**src/tssc_defines.svh**
```systemverilog
// Purpose: constants of the test start and safety control block
// Assumes: 50 MHz clock, AXI4-Lite register access with 32-bit data
// Notes:   offsets are byte addresses of aligned words
`ifndef TSSC_DEFINES_SVH
`define TSSC_DEFINES_SVH

// register byte offsets
`define TSSC_CTRL_OFS     8'h00
`define TSSC_CUT_OFS      8'h04
`define TSSC_PASSBZ_OFS   8'h08
`define TSSC_FAILBZ_OFS   8'h0C
`define TSSC_STAT_OFS     8'h10
`define TSSC_IRQ_ST_OFS   8'h14
`define TSSC_IRQ_EN_OFS   8'h18
`define TSSC_IRQ_CLR_OFS  8'h1C
`define TSSC_CMD_OFS      8'h20

// control register fields
`define TSSC_SRC_LSB      0
`define TSSC_DBL_BIT      2
`define TSSC_KEYLOCK_BIT  3
`define TSSC_ILOCK_BIT    4
`define TSSC_PEXT_BIT     5
`define TSSC_REMIF_BIT    6

// command register fields (write pulses)
`define TSSC_CMD_PASS_BIT 0
`define TSSC_CMD_FAIL_BIT 1
`define TSSC_CMD_END_BIT  2

// interrupt status bits
`define TSSC_EV_START     0
`define TSSC_EV_ILOCK     1
`define TSSC_EV_KEYREJ    2
`define TSSC_EV_JUDGE     3
`define TSSC_NEV          4

// timing
`define TSSC_CLK_MHZ      50
`define TSSC_DBL_MS       500
`define TSSC_DBL_CYC      (`TSSC_DBL_MS * 1000 * `TSSC_CLK_MHZ)
`define TSSC_MS_CYC       (1000 * `TSSC_CLK_MHZ)

// axi responses
`define TSSC_RESP_OKAY    2'b00
`define TSSC_RESP_SLVERR  2'b10

`endif

```
**src/tssc_pkg.sv**
```systemverilog
// Purpose: types of the test start and safety control block
// Assumes: nothing beyond the defines header
// Notes:   nothing is imported; uses are scoped
`default_nettype none
package tssc_pkg;
  // start source choice
  typedef enum logic [1:0] {
    TSSC_SRC_PANEL,
    TSSC_SRC_REMOTE,
    TSSC_SRC_SIGIO
  } tssc_src_e;
  // tester run state
  typedef enum logic [1:0] {
    TSSC_READY,
    TSSC_TESTING,
    TSSC_JUDGED
  } tssc_state_e;
endpackage : tssc_pkg
`default_nettype wire

```
**src/tssc_top.sv**
```systemverilog
// Purpose: start source choice, two-step start, key lock, interlock and
//          pass/fail output shaping of a bench tester
// Assumes: pins are active high after the synchroniser; judgment and
//          end of test come from software through the command register
// Notes:   all outputs registered
// Contract
// - accept starts only from chosen source
// - single step: start press in ready starts
// - two-step: stop then start within 500ms
// - remote interface ignores two-step option
// - key lock rejects parameter changing keys
// - interlock on: run only when loop shorted
// - open interlock start: flag, no start
// - no extension: judgment output held low
// - extension: low pulse cut plus buzzer time
// - remote source: starts only from remote
// - test active output while testing
//
// Decided for this implementation: the address map and the AXI4-Lite register port.
`default_nettype none
`include "tssc_defines.svh"
module tssc_top #(
  parameter int unsigned DBL_CYC = `TSSC_DBL_CYC, // two-step window
  parameter int unsigned MS_CYC  = `TSSC_MS_CYC   // cycles per ms
) (
  input  wire logic        i_clk,
  input  wire logic        i_resetn,
  // axi4-lite slave
  input  wire logic [7:0]  i_awaddr,
  input  wire logic        i_awvalid,
  output logic             o_awready,
  input  wire logic [31:0] i_wdata,
  input  wire logic [3:0]  i_wstrb,
  input  wire logic        i_wvalid,
  output logic             o_wready,
  output logic [1:0]       o_bresp,
  output logic             o_bvalid,
  input  wire logic        i_bready,
  input  wire logic [7:0]  i_araddr,
  input  wire logic        i_arvalid,
  output logic             o_arready,
  output logic [31:0]      o_rdata,
  output logic [1:0]       o_rresp,
  output logic             o_rvalid,
  input  wire logic        i_rready,
  // pins (active high)
  input  wire logic        i_panel_start,
  input  wire logic        i_panel_stop,
  input  wire logic        i_rmt_start,
  input  wire logic        i_rmt_stop,
  input  wire logic        i_sio_start,
  input  wire logic        i_sio_stop,
  input  wire logic        i_ilock_short,   // loop closed
  input  wire logic        i_key_param,     // parameter-changing key
  // outputs
  output logic             o_test_active,
  output logic             o_pass_n,
  output logic             o_fail_n,
  output logic             o_key_accept,    // one-cycle pulse
  output logic             o_ilock_open,    // open indication level
  output logic             o_irq
);
  ////////////////////////////////////////////////////////////////////
  // pin synchronisers
  logic [7:0] pin_s;   // synchronised pins
  tssc_sync #(.W(8)) u_sync (
    .i_clk    (i_clk),
    .i_resetn (i_resetn),
    .i_async  ({i_key_param, i_ilock_short, i_sio_stop, i_sio_start,
                i_rmt_stop, i_rmt_start, i_panel_stop, i_panel_start}),
    .o_sync   (pin_s)
  );
  logic [7:0] pin_d_r;  // previous level for edges
  logic [7:0] rise;     // press edges
  assign rise = pin_s & ~pin_d_r;

  ////////////////////////////////////////////////////////////////////
  // registers
  logic [6:0]            ctrl_r, ctrl_nxt;     // control fields
  logic [15:0]           cut_r, cut_nxt;       // cut time, ms
  logic [15:0]           pbz_r, pbz_nxt;       // pass buzzer, ms
  logic [15:0]           fbz_r, fbz_nxt;       // fail buzzer, ms
  logic [`TSSC_NEV-1:0]  ist_r, ist_nxt;       // sticky events
  logic [`TSSC_NEV-1:0]  ien_r, ien_nxt;       // event enables
  logic [`TSSC_NEV-1:0]  ev;                   // event pulses
  logic [`TSSC_NEV-1:0]  iclr;                 // clear pulses
  logic                  aw_r, aw_nxt;         // address held
  logic                  w_r, w_nxt;           // data held
  logic [7:0]            awa_r, awa_nxt;
  logic [31:0]           wd_r, wd_nxt;
  logic                  bv_r, bv_nxt;
  logic [1:0]            br_r, br_nxt;
  logic                  rv_r, rv_nxt;
  logic [31:0]           rd_r, rd_nxt;
  logic [1:0]            rr_r, rr_nxt;
  logic                  wr_go;                // write commit
  logic [2:0]            cmd;                  // command pulses
  tssc_pkg::tssc_state_e st_r, st_nxt;           // run state
  logic                  dbl_arm_r, dbl_arm_nxt; // stop seen, window open
  logic [31:0]           dbl_cnt_r, dbl_cnt_nxt; // window countdown
  logic                  ilock_open_r, ilock_open_nxt; // refused start flag
  logic                  start_p, stop_p, go, ilock_ok, dbl_mode;

  tssc_pkg::tssc_src_e   src;
  assign src = tssc_pkg::tssc_src_e'(ctrl_r[`TSSC_SRC_LSB +: 2]);

  ////////////////////////////////////////////////////////////////////
  // bus slave next state
  always_comb begin
    aw_nxt = aw_r; w_nxt = w_r; awa_nxt = awa_r; wd_nxt = wd_r;
    bv_nxt = bv_r; br_nxt = br_r; rv_nxt = rv_r; rd_nxt = rd_r;
    rr_nxt = rr_r; ctrl_nxt = ctrl_r; cut_nxt = cut_r;
    pbz_nxt = pbz_r; fbz_nxt = fbz_r; ien_nxt = ien_r;
    iclr = '0; cmd = '0; wr_go = 1'b0;
    // take address and data in either order
    if (i_awvalid && !aw_r && !bv_r) begin
      aw_nxt = 1'b1; awa_nxt = i_awaddr;
    end
    if (i_wvalid && !w_r && !bv_r) begin
      w_nxt = 1'b1; wd_nxt = i_wdata;
    end
    if (aw_r && w_r) begin
      wr_go = 1'b1; aw_nxt = 1'b0; w_nxt = 1'b0;
      bv_nxt = 1'b1; br_nxt = `TSSC_RESP_OKAY;
      if (awa_r == `TSSC_CTRL_OFS) begin
        ctrl_nxt = wd_r[6:0];
      end else if (awa_r == `TSSC_CUT_OFS) begin
        cut_nxt = wd_r[15:0];
      end else if (awa_r == `TSSC_PASSBZ_OFS) begin
        pbz_nxt = wd_r[15:0];
      end else if (awa_r == `TSSC_FAILBZ_OFS) begin
        fbz_nxt = wd_r[15:0];
      end else if (awa_r == `TSSC_IRQ_EN_OFS) begin
        ien_nxt = wd_r[`TSSC_NEV-1:0];
      end else if (awa_r == `TSSC_IRQ_CLR_OFS) begin
        iclr = wd_r[`TSSC_NEV-1:0];
      end else if (awa_r == `TSSC_CMD_OFS) begin
        cmd = wd_r[2:0];
      end else if (awa_r != `TSSC_STAT_OFS && awa_r != `TSSC_IRQ_ST_OFS)
      begin
        br_nxt = `TSSC_RESP_SLVERR;
      end
    end
    if (bv_r && i_bready) begin
      bv_nxt = 1'b0;
    end
    // reads answer one cycle after the address is taken
    if (rv_r && i_rready) begin
      rv_nxt = 1'b0;
    end
    if (i_arvalid && !rv_r) begin
      rv_nxt = 1'b1; rr_nxt = `TSSC_RESP_OKAY; rd_nxt = 32'h0000_0000;
      if (i_araddr == `TSSC_CTRL_OFS) begin
        rd_nxt[6:0] = ctrl_r;
      end else if (i_araddr == `TSSC_CUT_OFS) begin
        rd_nxt[15:0] = cut_r;
      end else if (i_araddr == `TSSC_PASSBZ_OFS) begin
        rd_nxt[15:0] = pbz_r;
      end else if (i_araddr == `TSSC_FAILBZ_OFS) begin
        rd_nxt[15:0] = fbz_r;
      end else if (i_araddr == `TSSC_STAT_OFS) begin
        rd_nxt[4:0] = {dbl_arm_r, ilock_open_r, o_test_active,
                       2'(st_r)};
        rd_nxt[6]   = ~ctrl_r[`TSSC_ILOCK_BIT] | pin_s[6];
      end else if (i_araddr == `TSSC_IRQ_ST_OFS) begin
        rd_nxt[`TSSC_NEV-1:0] = ist_r;
      end else if (i_araddr == `TSSC_IRQ_EN_OFS) begin
        rd_nxt[`TSSC_NEV-1:0] = ien_r;
      end else if (i_araddr != `TSSC_IRQ_CLR_OFS &&
                   i_araddr != `TSSC_CMD_OFS) begin
        rr_nxt = `TSSC_RESP_SLVERR;
      end
    end
  end

  ////////////////////////////////////////////////////////////////////
  // start control
  always_comb begin
    st_nxt = st_r; dbl_arm_nxt = dbl_arm_r; dbl_cnt_nxt = dbl_cnt_r;
    ilock_open_nxt = ilock_open_r; ev = '0; go = 1'b0;
    // only the chosen source feeds the starts
    case (src)
      tssc_pkg::TSSC_SRC_REMOTE: start_p = rise[2];
      tssc_pkg::TSSC_SRC_SIGIO:  start_p = rise[4];
      default:                   start_p = rise[0];
    endcase
    // panel stop always works; other stops only from chosen source
    stop_p = rise[1] | (src == tssc_pkg::TSSC_SRC_REMOTE & rise[3])
           | (src == tssc_pkg::TSSC_SRC_SIGIO & rise[5]);
    // remote interface overrides two-step
    dbl_mode = ctrl_r[`TSSC_DBL_BIT] & ~ctrl_r[`TSSC_REMIF_BIT];
    ilock_ok = ~ctrl_r[`TSSC_ILOCK_BIT] | pin_s[6];
    // two-step window timer
    if (dbl_arm_r) begin
      if (dbl_cnt_r == 32'd1) begin
        dbl_arm_nxt = 1'b0;
      end
      dbl_cnt_nxt = dbl_cnt_r - 32'd1;
    end
    case (st_r)
      tssc_pkg::TSSC_READY: begin
        if (stop_p) begin
          dbl_arm_nxt = 1'b1;
          dbl_cnt_nxt = DBL_CYC;
        end else if (start_p && (!dbl_mode || dbl_arm_r)) begin
          dbl_arm_nxt = 1'b0;
          if (!ilock_ok) begin
            ilock_open_nxt = 1'b1;
            ev[`TSSC_EV_ILOCK] = 1'b1;
          end else begin
            go = 1'b1;
            ilock_open_nxt = 1'b0;
            st_nxt = tssc_pkg::TSSC_TESTING;
            ev[`TSSC_EV_START] = 1'b1;
          end
        end
      end
      tssc_pkg::TSSC_TESTING: begin
        // starts here are ignored
        if (stop_p || cmd[`TSSC_CMD_END_BIT] || !ilock_ok) begin
          st_nxt = tssc_pkg::TSSC_READY;
        end else if (cmd[`TSSC_CMD_PASS_BIT] || cmd[`TSSC_CMD_FAIL_BIT])
        begin
          st_nxt = tssc_pkg::TSSC_JUDGED;
          ev[`TSSC_EV_JUDGE] = 1'b1;
        end
      end
      default: begin
        // judged: stop returns to ready; starts ignored
        if (stop_p) begin
          st_nxt = tssc_pkg::TSSC_READY;
        end
      end
    endcase
    if (rise[7] && ctrl_r[`TSSC_KEYLOCK_BIT]) begin
      ev[`TSSC_EV_KEYREJ] = 1'b1;
    end
    // sticky events: set wins over clear
    ist_nxt = (ist_r & ~iclr) | ev;
  end

  ////////////////////////////////////////////////////////////////////
  // judgment output shaping
  logic        pass_n_r, pass_n_nxt, fail_n_r, fail_n_nxt;
  logic [16:0] pms_r, pms_nxt;          // pulse length left, ms
  logic [31:0] msc_r, msc_nxt;          // ms prescaler
  logic        judge, is_fail;
  assign judge   = st_r == tssc_pkg::TSSC_TESTING &&
                   (cmd[`TSSC_CMD_PASS_BIT] || cmd[`TSSC_CMD_FAIL_BIT]) &&
                   !stop_p && !cmd[`TSSC_CMD_END_BIT] && ilock_ok;
  assign is_fail = cmd[`TSSC_CMD_FAIL_BIT];

  always_comb begin
    pass_n_nxt = pass_n_r; fail_n_nxt = fail_n_r;
    pms_nxt = pms_r; msc_nxt = msc_r;
    if (go) begin
      pass_n_nxt = 1'b1; fail_n_nxt = 1'b1; pms_nxt = '0;
    end else if (judge) begin
      pass_n_nxt = is_fail;
      fail_n_nxt = !is_fail;
      msc_nxt = MS_CYC;
      // pulse spans cut time plus buzzer time
      pms_nxt = ctrl_r[`TSSC_PEXT_BIT] ?
        ({1'b0, cut_r} + {1'b0, is_fail ? fbz_r : pbz_r}) : 17'd0;
    end else if (ctrl_r[`TSSC_PEXT_BIT] && pms_r != '0) begin
      if (msc_r <= 32'd1) begin
        msc_nxt = MS_CYC;
        pms_nxt = pms_r - 17'd1;
        if (pms_r == 17'd1) begin
          pass_n_nxt = 1'b1;
          fail_n_nxt = 1'b1;
        end
      end else begin
        msc_nxt = msc_r - 32'd1;
      end
    end else if (ctrl_r[`TSSC_PEXT_BIT] && st_r == tssc_pkg::TSSC_JUDGED)
    begin
      pass_n_nxt = 1'b1;                 // zero-length pulse ends at once
      fail_n_nxt = 1'b1;
    end
    // otherwise the level stays low until next start
  end

  ////////////////////////////////////////////////////////////////////
  // registers
  always_ff @(posedge i_clk) begin
    if (!i_resetn) begin
      pin_d_r <= '0; ctrl_r <= '0; cut_r <= '0; pbz_r <= '0;
      fbz_r <= '0; ist_r <= '0; ien_r <= '0; aw_r <= 1'b0; w_r <= 1'b0;
      awa_r <= '0; wd_r <= '0; bv_r <= 1'b0; br_r <= '0; rv_r <= 1'b0;
      rd_r <= '0; rr_r <= '0; st_r <= tssc_pkg::TSSC_READY;
      dbl_arm_r <= 1'b0; dbl_cnt_r <= '0; ilock_open_r <= 1'b0;
      pass_n_r <= 1'b1; fail_n_r <= 1'b1; pms_r <= '0; msc_r <= '0;
      o_key_accept <= 1'b0; o_irq <= 1'b0; o_test_active <= 1'b0;
      o_awready <= 1'b1; o_wready <= 1'b1; o_arready <= 1'b1;
    end else begin
      pin_d_r <= pin_s; ctrl_r <= ctrl_nxt; cut_r <= cut_nxt;
      pbz_r <= pbz_nxt; fbz_r <= fbz_nxt; ist_r <= ist_nxt;
      ien_r <= ien_nxt; aw_r <= aw_nxt; w_r <= w_nxt; awa_r <= awa_nxt;
      wd_r <= wd_nxt; bv_r <= bv_nxt; br_r <= br_nxt; rv_r <= rv_nxt;
      rd_r <= rd_nxt; rr_r <= rr_nxt; st_r <= st_nxt;
      dbl_arm_r <= dbl_arm_nxt; dbl_cnt_r <= dbl_cnt_nxt;
      ilock_open_r <= ilock_open_nxt; pass_n_r <= pass_n_nxt;
      fail_n_r <= fail_n_nxt; pms_r <= pms_nxt; msc_r <= msc_nxt;
      o_key_accept <= rise[7] & ~ctrl_r[`TSSC_KEYLOCK_BIT];
      o_irq <= |(ist_nxt & ien_nxt);
      // readies and test active registered from the next state
      o_awready <= !aw_nxt && !bv_nxt;
      o_wready <= !w_nxt && !bv_nxt;
      o_arready <= !rv_nxt;
      o_test_active <= st_nxt == tssc_pkg::TSSC_TESTING;
    end
  end

  assign o_bvalid      = bv_r;
  assign o_bresp       = br_r;
  assign o_rvalid      = rv_r;
  assign o_rdata       = rd_r;
  assign o_rresp       = rr_r;
  assign o_pass_n      = pass_n_r;
  assign o_fail_n      = fail_n_r;
  assign o_ilock_open  = ilock_open_r;
endmodule : tssc_top
`default_nettype wire

```
**src/tssc_sync.sv**
```systemverilog
// Purpose: three-flop synchroniser with agreement filter, per bit
// Assumes: inputs come from pins outside the clock domain
// Notes:   output changes once stage two and three agree
`default_nettype none
module tssc_sync #(
  parameter int unsigned W = 1
) (
  input  wire logic         i_clk,
  input  wire logic         i_resetn,
  input  wire logic [W-1:0] i_async,
  output logic      [W-1:0] o_sync
);
  logic [W-1:0] s1_r;   // first stage, read only by s2
  logic [W-1:0] s2_r;   // second stage
  logic [W-1:0] s3_r;   // third stage
  logic [W-1:0] out_r;  // filtered level
  logic [W-1:0] out_nxt;

  ////////////////////////////////////////////////////////////////////
  // agreement filter per bit
  always_comb begin
    out_nxt = out_r;
    for (int i = 0; i < W; i++) begin
      if (s2_r[i] == s3_r[i]) begin
        out_nxt[i] = s2_r[i];
      end
    end
  end

  // stages
  always_ff @(posedge i_clk) begin
    if (!i_resetn) begin
      s1_r  <= '0;
      s2_r  <= '0;
      s3_r  <= '0;
      out_r <= '0;
    end else begin
      s1_r  <= i_async;
      s2_r  <= s1_r;
      s3_r  <= s2_r;
      out_r <= out_nxt;
    end
  end

  assign o_sync = out_r;
endmodule : tssc_sync
`default_nettype wire

```
**config.mk**
```make
export PLATFORM = sky130hd
export DESIGN_NAME = tssc_top
export DESIGN_NICKNAME = d
export VERILOG_FILES = /design/src/tssc_pkg.sv /design/src/tssc_top.sv /design/src/tssc_sync.sv
export VERILOG_INCLUDE_DIRS = /design/src /design/src/src
export SDC_FILE = /design/constraint.sdc
export NUM_CORES = 1
export LEC_CHECK = 0
export ABC_CLOCK_PERIOD_IN_PS = 6800
export CORE_ASPECT_RATIO = 0.5
export CORE_MARGIN = 1.5
export CORE_UTILIZATION = 40
export DETAILED_ROUTE_END_ITERATION = 8
export DONT_BUFFER_PORTS = 1
export PLACE_DENSITY = 0.53
export SLEW_MARGIN = 20
export SYNTH_ARGS = -nofsm -noshare
export SYNTH_HDL_FRONTEND = slang
export SYNTH_SLANG_ARGS = --single-unit
export TNS_END_PERCENT = 30
```
**constraint.sdc**
```tcl
create_clock -name i_clk -period 6.8 [get_ports i_clk]
set_input_delay 0.68 -clock i_clk [delete_from_list [all_inputs] [get_ports i_clk]]
set_output_delay 0.68 -clock i_clk [all_outputs]
set_load 0.05 [all_outputs]
```
==> results of run 1 <==
worst register-to-register path: cells and delay by family (launching register included):
kind | cells | cell delay, ns
and+or+nand+nor | 5 | 1.91
muxes | 1 | 0.44
AOI/OAI and AO/OA | 5 | 1.25
adders and majority gates | 1 | 0.31
DFF | 1 | 0.33
xor gates and xnor gates | 1 | 0.16
layer usage:
| metal | up-vias | track usage | part of all wire |
|---|---|---|---|
| met5 | - | 0 | 0 |
| met4 | 0 | 0.03797 | 0.015 |
| met3 | 35 | 0.03844 | 0.051 |
| met2 | 167 | 0.3194 | 0.45 |
| met1 | 4217 | 0.2574 | 0.48 |
| li1 | 4453 | - | - |
cells by family (layout without fill, tap and decap cells):
| group | Yosys count | count (layout) | share of synthesized area |
|---|---|---|---|
| mux | 69 | 69 | 0.06523 |
| fa+ha+maj | 28 | 28 | 0.03194 |
| flops | 241 | 241 | 0.4307 |
| simple gates | 553 | 553 | 0.2367 |
| other cells | 1 | 18 | 0.0003348 |
| xor+xnor | 75 | 75 | 0.05864 |
| buf+inv | 108 | 74 | 0.04736 |
| compound gates | 244 | 244 | 0.1291 |
state kept, by name, indices dropped and copies added, names as in the netlist, 2 cells and up:
| name | flops |
|---|---|
| ist_r | 4 |
| awa_r | 8 |
| cut_r | 16 |
| pms_r | 17 |
| ctrl_r | 7 |
| u_sync.s3_r | 8 |
| dbl_cnt_r | 32 |
| u_sync.o_sync | 8 |
| wd_r | 16 |
| ien_r | 4 |
| fbz_r | 16 |
| st_r | 2 |
| msc_r | 32 |
| o_rdata | 16 |
| u_sync.s2_r | 8 |
| u_sync.s1_r | 8 |
| pin_d_r | 7 |
| pbz_r | 16 |
power breakdown:
group	total, mW	switching (mW)	internal (mW)
Combinational	0.126	0.0933	0.0331
Clock	1.41	0.564	0.847
Sequential	1.48	0.0416	1.44
worst min path at each step:
stage | to | cells past startpoint | slack (ns)
floorplan | o_key_accept | 1 | 0.40
global placement | u_sync.s2_r[0] | 1 | 0.42
detailed placement | u_sync.s2_r[6] | 1 | 0.42
CTS | u_sync.s1_r[5] | 1 | 0.25
global route | u_sync.s1_r[0] | 1 | 0.25
finish | u_sync.s1_r[5] | 1 | 0.27
cell type report:
| class | instances | area (µm²) |
|---|---|---|
| fill | 2701 | 15400 |
| multi-input combinational | 987 | 5922 |
| sequential | 241 | 4825 |
| clock buffer | 32 | 679.4 |
| tap | 382 | 478.0 |
| clock inverter | 8 | 143.9 |
| inverter | 29 | 111.4 |
| timing repair buffer | 5 | 37.54 |
layout by cell type, fill, tap and decap left out, drive strengths merged, types with 27 or more instances in the layout:
cell / netlist / layout
nor2: 190 / 190
xnor2: 54 / 54
inv: 29 / 30
ha: 27 / 27
o21ai: 39 / 39
dfxtp: 241 / 241
clkbuf: 49 / 32
a21oi: 125 / 125
and2: 36 / 36
mux2: 32 / 32
nor3: 36 / 36
nand2: 153 / 153
mux2i: 37 / 37
==> run_summary.xml, run 1 <==
<?xml version="1.0" encoding="UTF-8"?>
<metrics>
  <group name="cts">
    <metric name="cts_max_path_buffers" unit="">3</metric>
    <metric name="cts.reportedPaths.clkPinSlew" unit="ns">0.06</metric>
    <metric name="cts_num_sinks" unit="">241</metric>
    <metric name="post_cts.resized_instances" unit="">0</metric>
    <metric name="root_buffer" unit="">sky130_fd_sc_hd__clkbuf_16</metric>
    <metric name="clock_tree_from_tritoncts" unit="">done</metric>
    <metric name="tritoncts.num_buffers" unit="">23</metric>
    <metric name="clk_latency" unit="ns">0.53</metric>
    <metric name="cts_hold_buffers" unit="">0</metric>
    <metric name="cts_max_level" unit="">1</metric>
    <metric name="post-cts-setup-buffers" unit="">0</metric>
  </group>
  <group name="grt">
    <metric name="global_route.usage.total" unit="">0.1916</metric>
    <metric name="gr-total-overflow" unit="">0</metric>
    <metric name="grt_pass1_vias" unit="">8506</metric>
    <metric name="grt_pass1_wl" unit="µm">44730</metric>
    <metric name="grt_antenna_before_repair" unit="">0</metric>
    <metric name="grt_start_max_net_pins" unit="">78</metric>
  </group>
  <group name="die">
    <metric name="initial_core_util" unit="">0.4059</metric>
    <metric name="die_area" unit="µm²">29080</metric>
    <metric name="ioPinCount" unit="">114</metric>
    <metric name="die-width" unit="µm">239.7</metric>
    <metric name="core" unit="µm²">27600</metric>
    <metric name="die_h" unit="µm">121.3</metric>
    <metric name="std_cell_rows" unit="">43</metric>
  </group>
  <group name="worst_setup_path">
    <metric name="cp_num_cells" unit="">13</metric>
    <metric name="worstSetupEndpointType" unit="">flop</metric>
    <metric name="timing.critical_path.fanout_max" unit="">16</metric>
    <metric name="worst_ep_required_time" unit="ns">7.23</metric>
    <metric name="worstPathCellList" unit="">nor4_1, nand4_1, nor2_2, mux2_2, ha_1, a21o_1, a221o_1, o21ai_0, nor4b_1, nor2_1, xnor2_1, o21a_1, a221oi_1</metric>
    <metric name="worstSetupStartpointType" unit="">flop</metric>
    <metric name="worst_setup_path_endpoint" unit="">pms_r[13]</metric>
    <metric name="r2r-end" unit="">pms_r[13]</metric>
    <metric name="data_arrival_at_the_endpoint_of_the_critical_path" unit="ns">4.91</metric>
    <metric name="setup.worst_path.class" unit="">reg -&gt; reg</metric>
    <metric name="crit_buf_inv" unit="">0</metric>
    <metric name="worstReg2RegStart" unit="">awa_r[1]</metric>
    <metric name="ff2ff_setup_slack" unit="ns">2.32</metric>
    <metric name="cp_top_family" unit="">simple AND/OR/NAND/NOR gates</metric>
    <metric name="max_stage_delay_on_crit_path" unit="ns">0.76</metric>
    <metric name="crit_path_start" unit="">awa_r[1]</metric>
    <metric name="ff2ff_path_depth" unit="">13</metric>
    <metric name="crit_slowest_cell" unit="">sky130_fd_sc_hd__nor2_2</metric>
  </group>
  <group name="place">
    <metric name="post-place-cells" unit="">1644</metric>
    <metric name="dpl_cell_area" unit="µm²">11370</metric>
    <metric name="place.port_buffers" unit="">0</metric>
    <metric name="pre_cts_ws" unit="ns">2.298</metric>
    <metric name="routability_congestion_estimate_from_global_placement" unit="">0.8745</metric>
    <metric name="place.detailed.hpwl" unit="µm">19440</metric>
  </group>
  <group name="route">
    <metric name="vias" unit="">8872</metric>
    <metric name="routedWlPerCell" unit="µm">16.45</metric>
    <metric name="drt_wl_total" unit="µm">27710</metric>
    <metric name="post-route-drc-count" unit="">0</metric>
    <metric name="avgViaCountPerCell" unit="">5.268</metric>
    <metric name="detailedRoute.firstPassIterationCount" unit="">5</metric>
    <metric name="first_iter_violations" unit="">724</metric>
    <metric name="ant_nets" unit="">0</metric>
  </group>
  <group name="layout">
    <metric name="drive_gt1_frac" unit="">0.07680</metric>
    <metric name="final-instance-count-excl-fill" unit="">1684</metric>
    <metric name="layout.nets" unit="">1382</metric>
    <metric name="utilization" unit="">0.4419</metric>
    <metric name="fin_area" unit="µm²">12200</metric>
    <metric name="diodes" unit="">0</metric>
    <metric name="syn_to_final_growth" unit="%">8.880</metric>
  </group>
  <group name="synth">
    <metric name="netlist_top_cells_count" unit="">241 x sky130_fd_sc_hd__dfxtp_1, 189 x sky130_fd_sc_hd__nor2_1, 151 x sky130_fd_sc_hd__nand2_1</metric>
    <metric name="avgSynthCellArea" unit="µm²">8.493</metric>
    <metric name="netlist.top_cell.by_area" unit="">sky130_fd_sc_hd__dfxtp_1</metric>
    <metric name="post-synth-top-count-cell" unit="">sky130_fd_sc_hd__dfxtp_1</metric>
    <metric name="netlist_area_pre_place" unit="µm²">11200</metric>
    <metric name="largest_cells_by_area_after_synthesis" unit="">sky130_fd_sc_hd__dfxtp_1 43%, sky130_fd_sc_hd__nor2_1 6.3%, sky130_fd_sc_hd__a21oi_1 5.5%</metric>
    <metric name="ys_warn_count" unit="">0</metric>
    <metric name="yosys_register_bits" unit="">241</metric>
    <metric name="ys_types" unit="">72</metric>
    <metric name="post_synth_edffs" unit="">0</metric>
    <metric name="synth_largest_type_area_fraction" unit="">0.4307</metric>
    <metric name="async_s_r_ff_share_synth" unit="">0</metric>
    <metric name="seq_area_frac_synth" unit="">0.4307</metric>
    <metric name="synth-main-ff-cell" unit="">sky130_fd_sc_hd__dfxtp_1</metric>
    <metric name="postSynthCellCount" unit="">1319</metric>
  </group>
  <group name="pwr">
    <metric name="leakagePower" unit="nW">4.731</metric>
    <metric name="max_vdd_drop" unit="V">0.0002119</metric>
    <metric name="final_total_pwr" unit="mW">3.015</metric>
    <metric name="p_per_area" unit="nW/µm²">247.2</metric>
  </group>
  <group name="timing">
    <metric name="worst_slew_pin_slew" unit="ns">1.043</metric>
    <metric name="maxSlewHeadroom" unit="">0.3032</metric>
    <metric name="period_needed" unit="ns">4.483</metric>
    <metric name="timing.final.hold_violations" unit="">0</metric>
    <metric name="slew_viol_final" unit="">0</metric>
    <metric name="fin_worst_skew" unit="ns">0.01542</metric>
    <metric name="finalSetupViolCount" unit="">0</metric>
    <metric name="maxClockFrequency" unit="GHz">0.2230</metric>
    <metric name="layout_worst_path_cycle_share" unit="">0.6593</metric>
    <metric name="fin_hold_ws" unit="ns">0.2742</metric>
    <metric name="tns" unit="ns">0</metric>
    <metric name="fin_ws" unit="ns">2.317</metric>
    <metric name="setup_repair_after_global_routing_missed_its_margin" unit="">no</metric>
  </group>
  <group name="hold_path">
    <metric name="startpoint_of_the_worst_hold_path" unit="">i_sio_stop</metric>
    <metric name="hold_path_class" unit="">in -&gt; reg</metric>
  </group>
  <group name="job">
    <metric name="max_cap_check_violation_count" unit="">0</metric>
  </group>
  <group name="outcome">
    <metric name="outcome" unit="">finished clean</metric>
  </group>
</metrics>
(Power assumes the default switching activity.)
==> run 2, diff against run 1 <==
ABC_AREA = 1   (was unset)
ABC_CLOCK_PERIOD_IN_PS = 4400   (was 6800)
clock period = 4.4 ns   (was 6.8 ns; I/O delays follow)
==> run_summary.xml, run 2 <==
<?xml version="1.0" encoding="UTF-8"?>
<metrics>
  <group name="cts">
    <metric name="root_buffer" unit="">sky130_fd_sc_hd__clkbuf_16</metric>
    <metric name="cts_num_sinks" unit="">241</metric>
    <metric name="cts_max_level" unit="">1</metric>
    <metric name="clk_latency" unit="ns">0.55</metric>
    <metric name="tritoncts.num_buffers" unit="">24</metric>
    <metric name="clock_tree_from_tritoncts" unit="">done</metric>
    <metric name="cts_max_path_buffers" unit="">3</metric>
    <metric name="post_cts.resized_instances" unit="">0</metric>
    <metric name="cts.reportedPaths.clkPinSlew" unit="ns">0.07</metric>
  </group>
  <group name="place">
    <metric name="place.port_buffers" unit="">0</metric>
    <metric name="routability_congestion_estimate_from_global_placement" unit="">0.8756</metric>
    <metric name="place.detailed.hpwl" unit="µm">24970</metric>
  </group>
  <group name="worst_setup_path">
    <metric name="worstSetupEndpointType" unit="">flop</metric>
    <metric name="timing.critical_path.fanout_max" unit="">8</metric>
    <metric name="crit_buf_inv" unit="">4</metric>
    <metric name="worstPathCellList" unit="">nor2_2, nand2_4, nor2_2, nor2_2, nand3_2, nor3_2, buf_4, o21ai_0, inv_1, ha_1, inv_1, fa_1, inv_1, nand3_1, nand3_1, nand2_1, nand2_1, nand3_1, nand2_1, nand2_1, nand2_1, nor2_1, nor2_1, nor2_1</metric>
    <metric name="setup.worst_path.class" unit="">reg -&gt; reg</metric>
    <metric name="ff2ff_setup_slack" unit="ns">1.11</metric>
    <metric name="r2r-end" unit="">pms_r[14]</metric>
    <metric name="data_arrival_at_the_endpoint_of_the_critical_path" unit="ns">3.74</metric>
    <metric name="ff2ff_path_depth" unit="">24</metric>
    <metric name="max_stage_delay_on_crit_path" unit="ns">0.44</metric>
    <metric name="critical_path.most_common_cell" unit="">sky130_fd_sc_hd__nand2_1</metric>
    <metric name="worstSetupStartpointType" unit="">flop</metric>
    <metric name="cp_top_family" unit="">simple AND/OR/NAND/NOR gates</metric>
    <metric name="worst_ep_required_time" unit="ns">4.84</metric>
    <metric name="worstReg2RegStart" unit="">awa_r[2]</metric>
    <metric name="crit_slowest_cell" unit="">sky130_fd_sc_hd__dfxtp_1</metric>
  </group>
  <group name="hold_path">
    <metric name="startpoint_of_the_worst_hold_path" unit="">i_resetn</metric>
    <metric name="hold_path_depth" unit="">2</metric>
    <metric name="holdPathEnd" unit="">dbl_cnt_r[14]</metric>
    <metric name="hold_path_class" unit="">in -&gt; reg</metric>
  </group>
  <group name="die">
    <metric name="core" unit="µm²">31770</metric>
    <metric name="die-width" unit="µm">257.4</metric>
    <metric name="ioPinCount" unit="">114</metric>
    <metric name="initial_core_util" unit="">0.4076</metric>
    <metric name="std_cell_rows" unit="">46</metric>
    <metric name="die_area" unit="µm²">33530</metric>
    <metric name="die_h" unit="µm">130.2</metric>
  </group>
  <group name="grt">
    <metric name="global_route.usage.total" unit="">0.2111</metric>
    <metric name="grt_start_max_net_pins" unit="">106</metric>
    <metric name="grt_antenna_before_repair" unit="">0</metric>
    <metric name="grt_pass1_vias" unit="">10470</metric>
    <metric name="grt_pass1_wl" unit="µm">56840</metric>
    <metric name="gr-total-overflow" unit="">0</metric>
  </group>
  <group name="layout">
    <metric name="layout_commonest_cell" unit="">sky130_fd_sc_hd__nand2_1</metric>
    <metric name="layout.nets" unit="">2022</metric>
    <metric name="drive_gt1_frac" unit="">0.05450</metric>
    <metric name="syn_to_final_growth" unit="%">10.11</metric>
    <metric name="layout_common_cells" unit="">404 x sky130_fd_sc_hd__nand2_1, 282 x sky130_fd_sc_hd__nor2_1, 247 x sky130_fd_sc_hd__inv_1, 241 x sky130_fd_sc_hd__dfxtp_1, 183 x sky130_fd_sc_hd__a21oi_1</metric>
    <metric name="diodes" unit="">0</metric>
    <metric name="utilization" unit="">0.4488</metric>
    <metric name="reg_top3" unit="">dbl_cnt_r x32, msc_r x32, pms_r x17</metric>
  </group>
  <group name="route">
    <metric name="first_iter_violations" unit="">823</metric>
    <metric name="detailedRoute.firstPassIterationCount" unit="">7</metric>
    <metric name="vias" unit="">11810</metric>
    <metric name="ant_nets" unit="">0</metric>
    <metric name="routedWlPerCell" unit="µm">15.01</metric>
    <metric name="avgViaCountPerCell" unit="">4.966</metric>
    <metric name="drt_wl_total" unit="µm">35680</metric>
    <metric name="post-route-drc-count" unit="">0</metric>
  </group>
  <group name="synth">
    <metric name="ys_types" unit="">48</metric>
    <metric name="post-synth-top-count-cell" unit="">sky130_fd_sc_hd__nand2_1</metric>
    <metric name="postSynthCellCount" unit="">1941</metric>
    <metric name="post_synth_edffs" unit="">0</metric>
    <metric name="synth-main-ff-cell" unit="">sky130_fd_sc_hd__dfxtp_1</metric>
    <metric name="async_s_r_ff_share_synth" unit="">0</metric>
    <metric name="largest_cells_by_area_after_synthesis" unit="">sky130_fd_sc_hd__dfxtp_1 37%, sky130_fd_sc_hd__nand2_1 12%, sky130_fd_sc_hd__nor2_1 8.2%</metric>
    <metric name="netlist.top_cell.by_area" unit="">sky130_fd_sc_hd__dfxtp_1</metric>
    <metric name="ys_warn_count" unit="">0</metric>
    <metric name="yosys_register_bits" unit="">241</metric>
    <metric name="netlist_top_cells_count" unit="">404 x sky130_fd_sc_hd__nand2_1, 282 x sky130_fd_sc_hd__nor2_1, 247 x sky130_fd_sc_hd__inv_1</metric>
    <metric name="netlist_area_pre_place" unit="µm²">12950</metric>
    <metric name="avgSynthCellArea" unit="µm²">6.671</metric>
    <metric name="synth_largest_type_area_fraction" unit="">0.3726</metric>
    <metric name="seq_area_frac_synth" unit="">0.3726</metric>
  </group>
  <group name="timing">
    <metric name="layout_worst_path_cycle_share" unit="">0.7483</metric>
    <metric name="tns" unit="ns">0</metric>
    <metric name="slew_viol_final" unit="">0</metric>
    <metric name="period_needed" unit="ns">3.293</metric>
    <metric name="timing.final.hold_violations" unit="">0</metric>
    <metric name="finalSetupViolCount" unit="">0</metric>
    <metric name="worst_slew_pin_slew" unit="ns">0.8970</metric>
    <metric name="fin_worst_skew" unit="ns">0.01955</metric>
    <metric name="maxClockFrequency" unit="GHz">0.3037</metric>
    <metric name="maxSlewHeadroom" unit="">0.4013</metric>
    <metric name="setup_repair_after_global_routing_missed_its_margin" unit="">no</metric>
  </group>
  <group name="pwr">
    <metric name="leakagePower" unit="nW">6.669</metric>
    <metric name="p_per_area" unit="nW/µm²">340.3</metric>
    <metric name="max_vdd_drop" unit="V">0.0002428</metric>
  </group>
  <group name="job">
    <metric name="max_cap_check_violation_count" unit="">0</metric>
  </group>
  <group name="outcome">
    <metric name="outcome" unit="">finished clean</metric>
  </group>
</metrics>
run 2: power by group:
| part | switching (mW) | internal (mW) | total [mW] |
|---|---|---|---|
| Clock | 0.948 | 1.35 | 2.29 |
| Sequential | 0.0719 | 2.23 | 2.30 |
| Combinational | 0.189 | 0.0715 | 0.260 |
run 2: timing repair:
item	4_1_cts	5_1_grt
hold buffers	17	0
buffers inserted	0	0
endpoints found under the hold margin	38	0
endpoints found under the setup margin	0	0
run 2: cells by family (layout without fill, tap and decap cells):
kind of cell	Yosys count	after routing	share of synthesized area
XOR/XNOR	42	42	0.02841
other	1	18	0.0002896
flip-flops	241	241	0.3726
AND/OR/NAND/NOR	885	885	0.2971
buffers and inverters	343	330	0.1092
AO/OA/AOI/OAI	401	401	0.1647
adder cells (fa/ha/maj)	28	28	0.02764
run 2: how the worst max path moves through the flow:
stage | cells after the start | from | to
after CTS | 24 | awa_r[2] | pms_r[14]
final | 24 | awa_r[2] | pms_r[14]
after floorplan | 23 | awa_r[2] | pms_r[14]
after global routing | 25 | awa_r[0] | pms_r[14]
after detailed placement | 24 | awa_r[2] | pms_r[14]
after global placement | 24 | awa_r[4] | pms_r[14]
run 2: cell type report:
class | count | area [µm²]
Multi-Input combinational cell | 1374 | 6778
Tap cell | 432 | 540.5
Inverter | 261 | 979.7
Clock buffer | 27 | 631.9
Sequential cell | 241 | 4825
Fill cell | 3395 | 17510
Timing Repair Buffer | 25 | 247.7
Clock inverter | 17 | 255.2
run 2: through the flow:
step | hold WS, ns | power, mW | setup WS (ns) | std cells | instance area, µm²
floorplan | 0.3877 | 2.550 | 1.538 | 1958 | 13010
global placement | 0.3921 | 2.586 | 1.199 | 2315 | 13180
detailed placement | 0.3968 | 2.587 | 1.143 | 2315 | 13180
CTS | 0.002746 | 4.907 | 1.115 | 2376 | 14240
global route | 0.02141 | 5.031 | 0.7744 | 2377 | 14260
finish | 0.03989 | 4.852 | 1.107 | 2377 | 14260
run 2: routing by layer:
metal / GRT usage / part of all wire / up-vias
li1: - / - / 6207
met1: 0.3211 / 0.54 / 5341
met2: 0.3140 / 0.40 / 230
met3: 0.03632 / 0.050 / 27
met4: 0.03199 / 0.012 / 0
met5: 0 / 0 / -
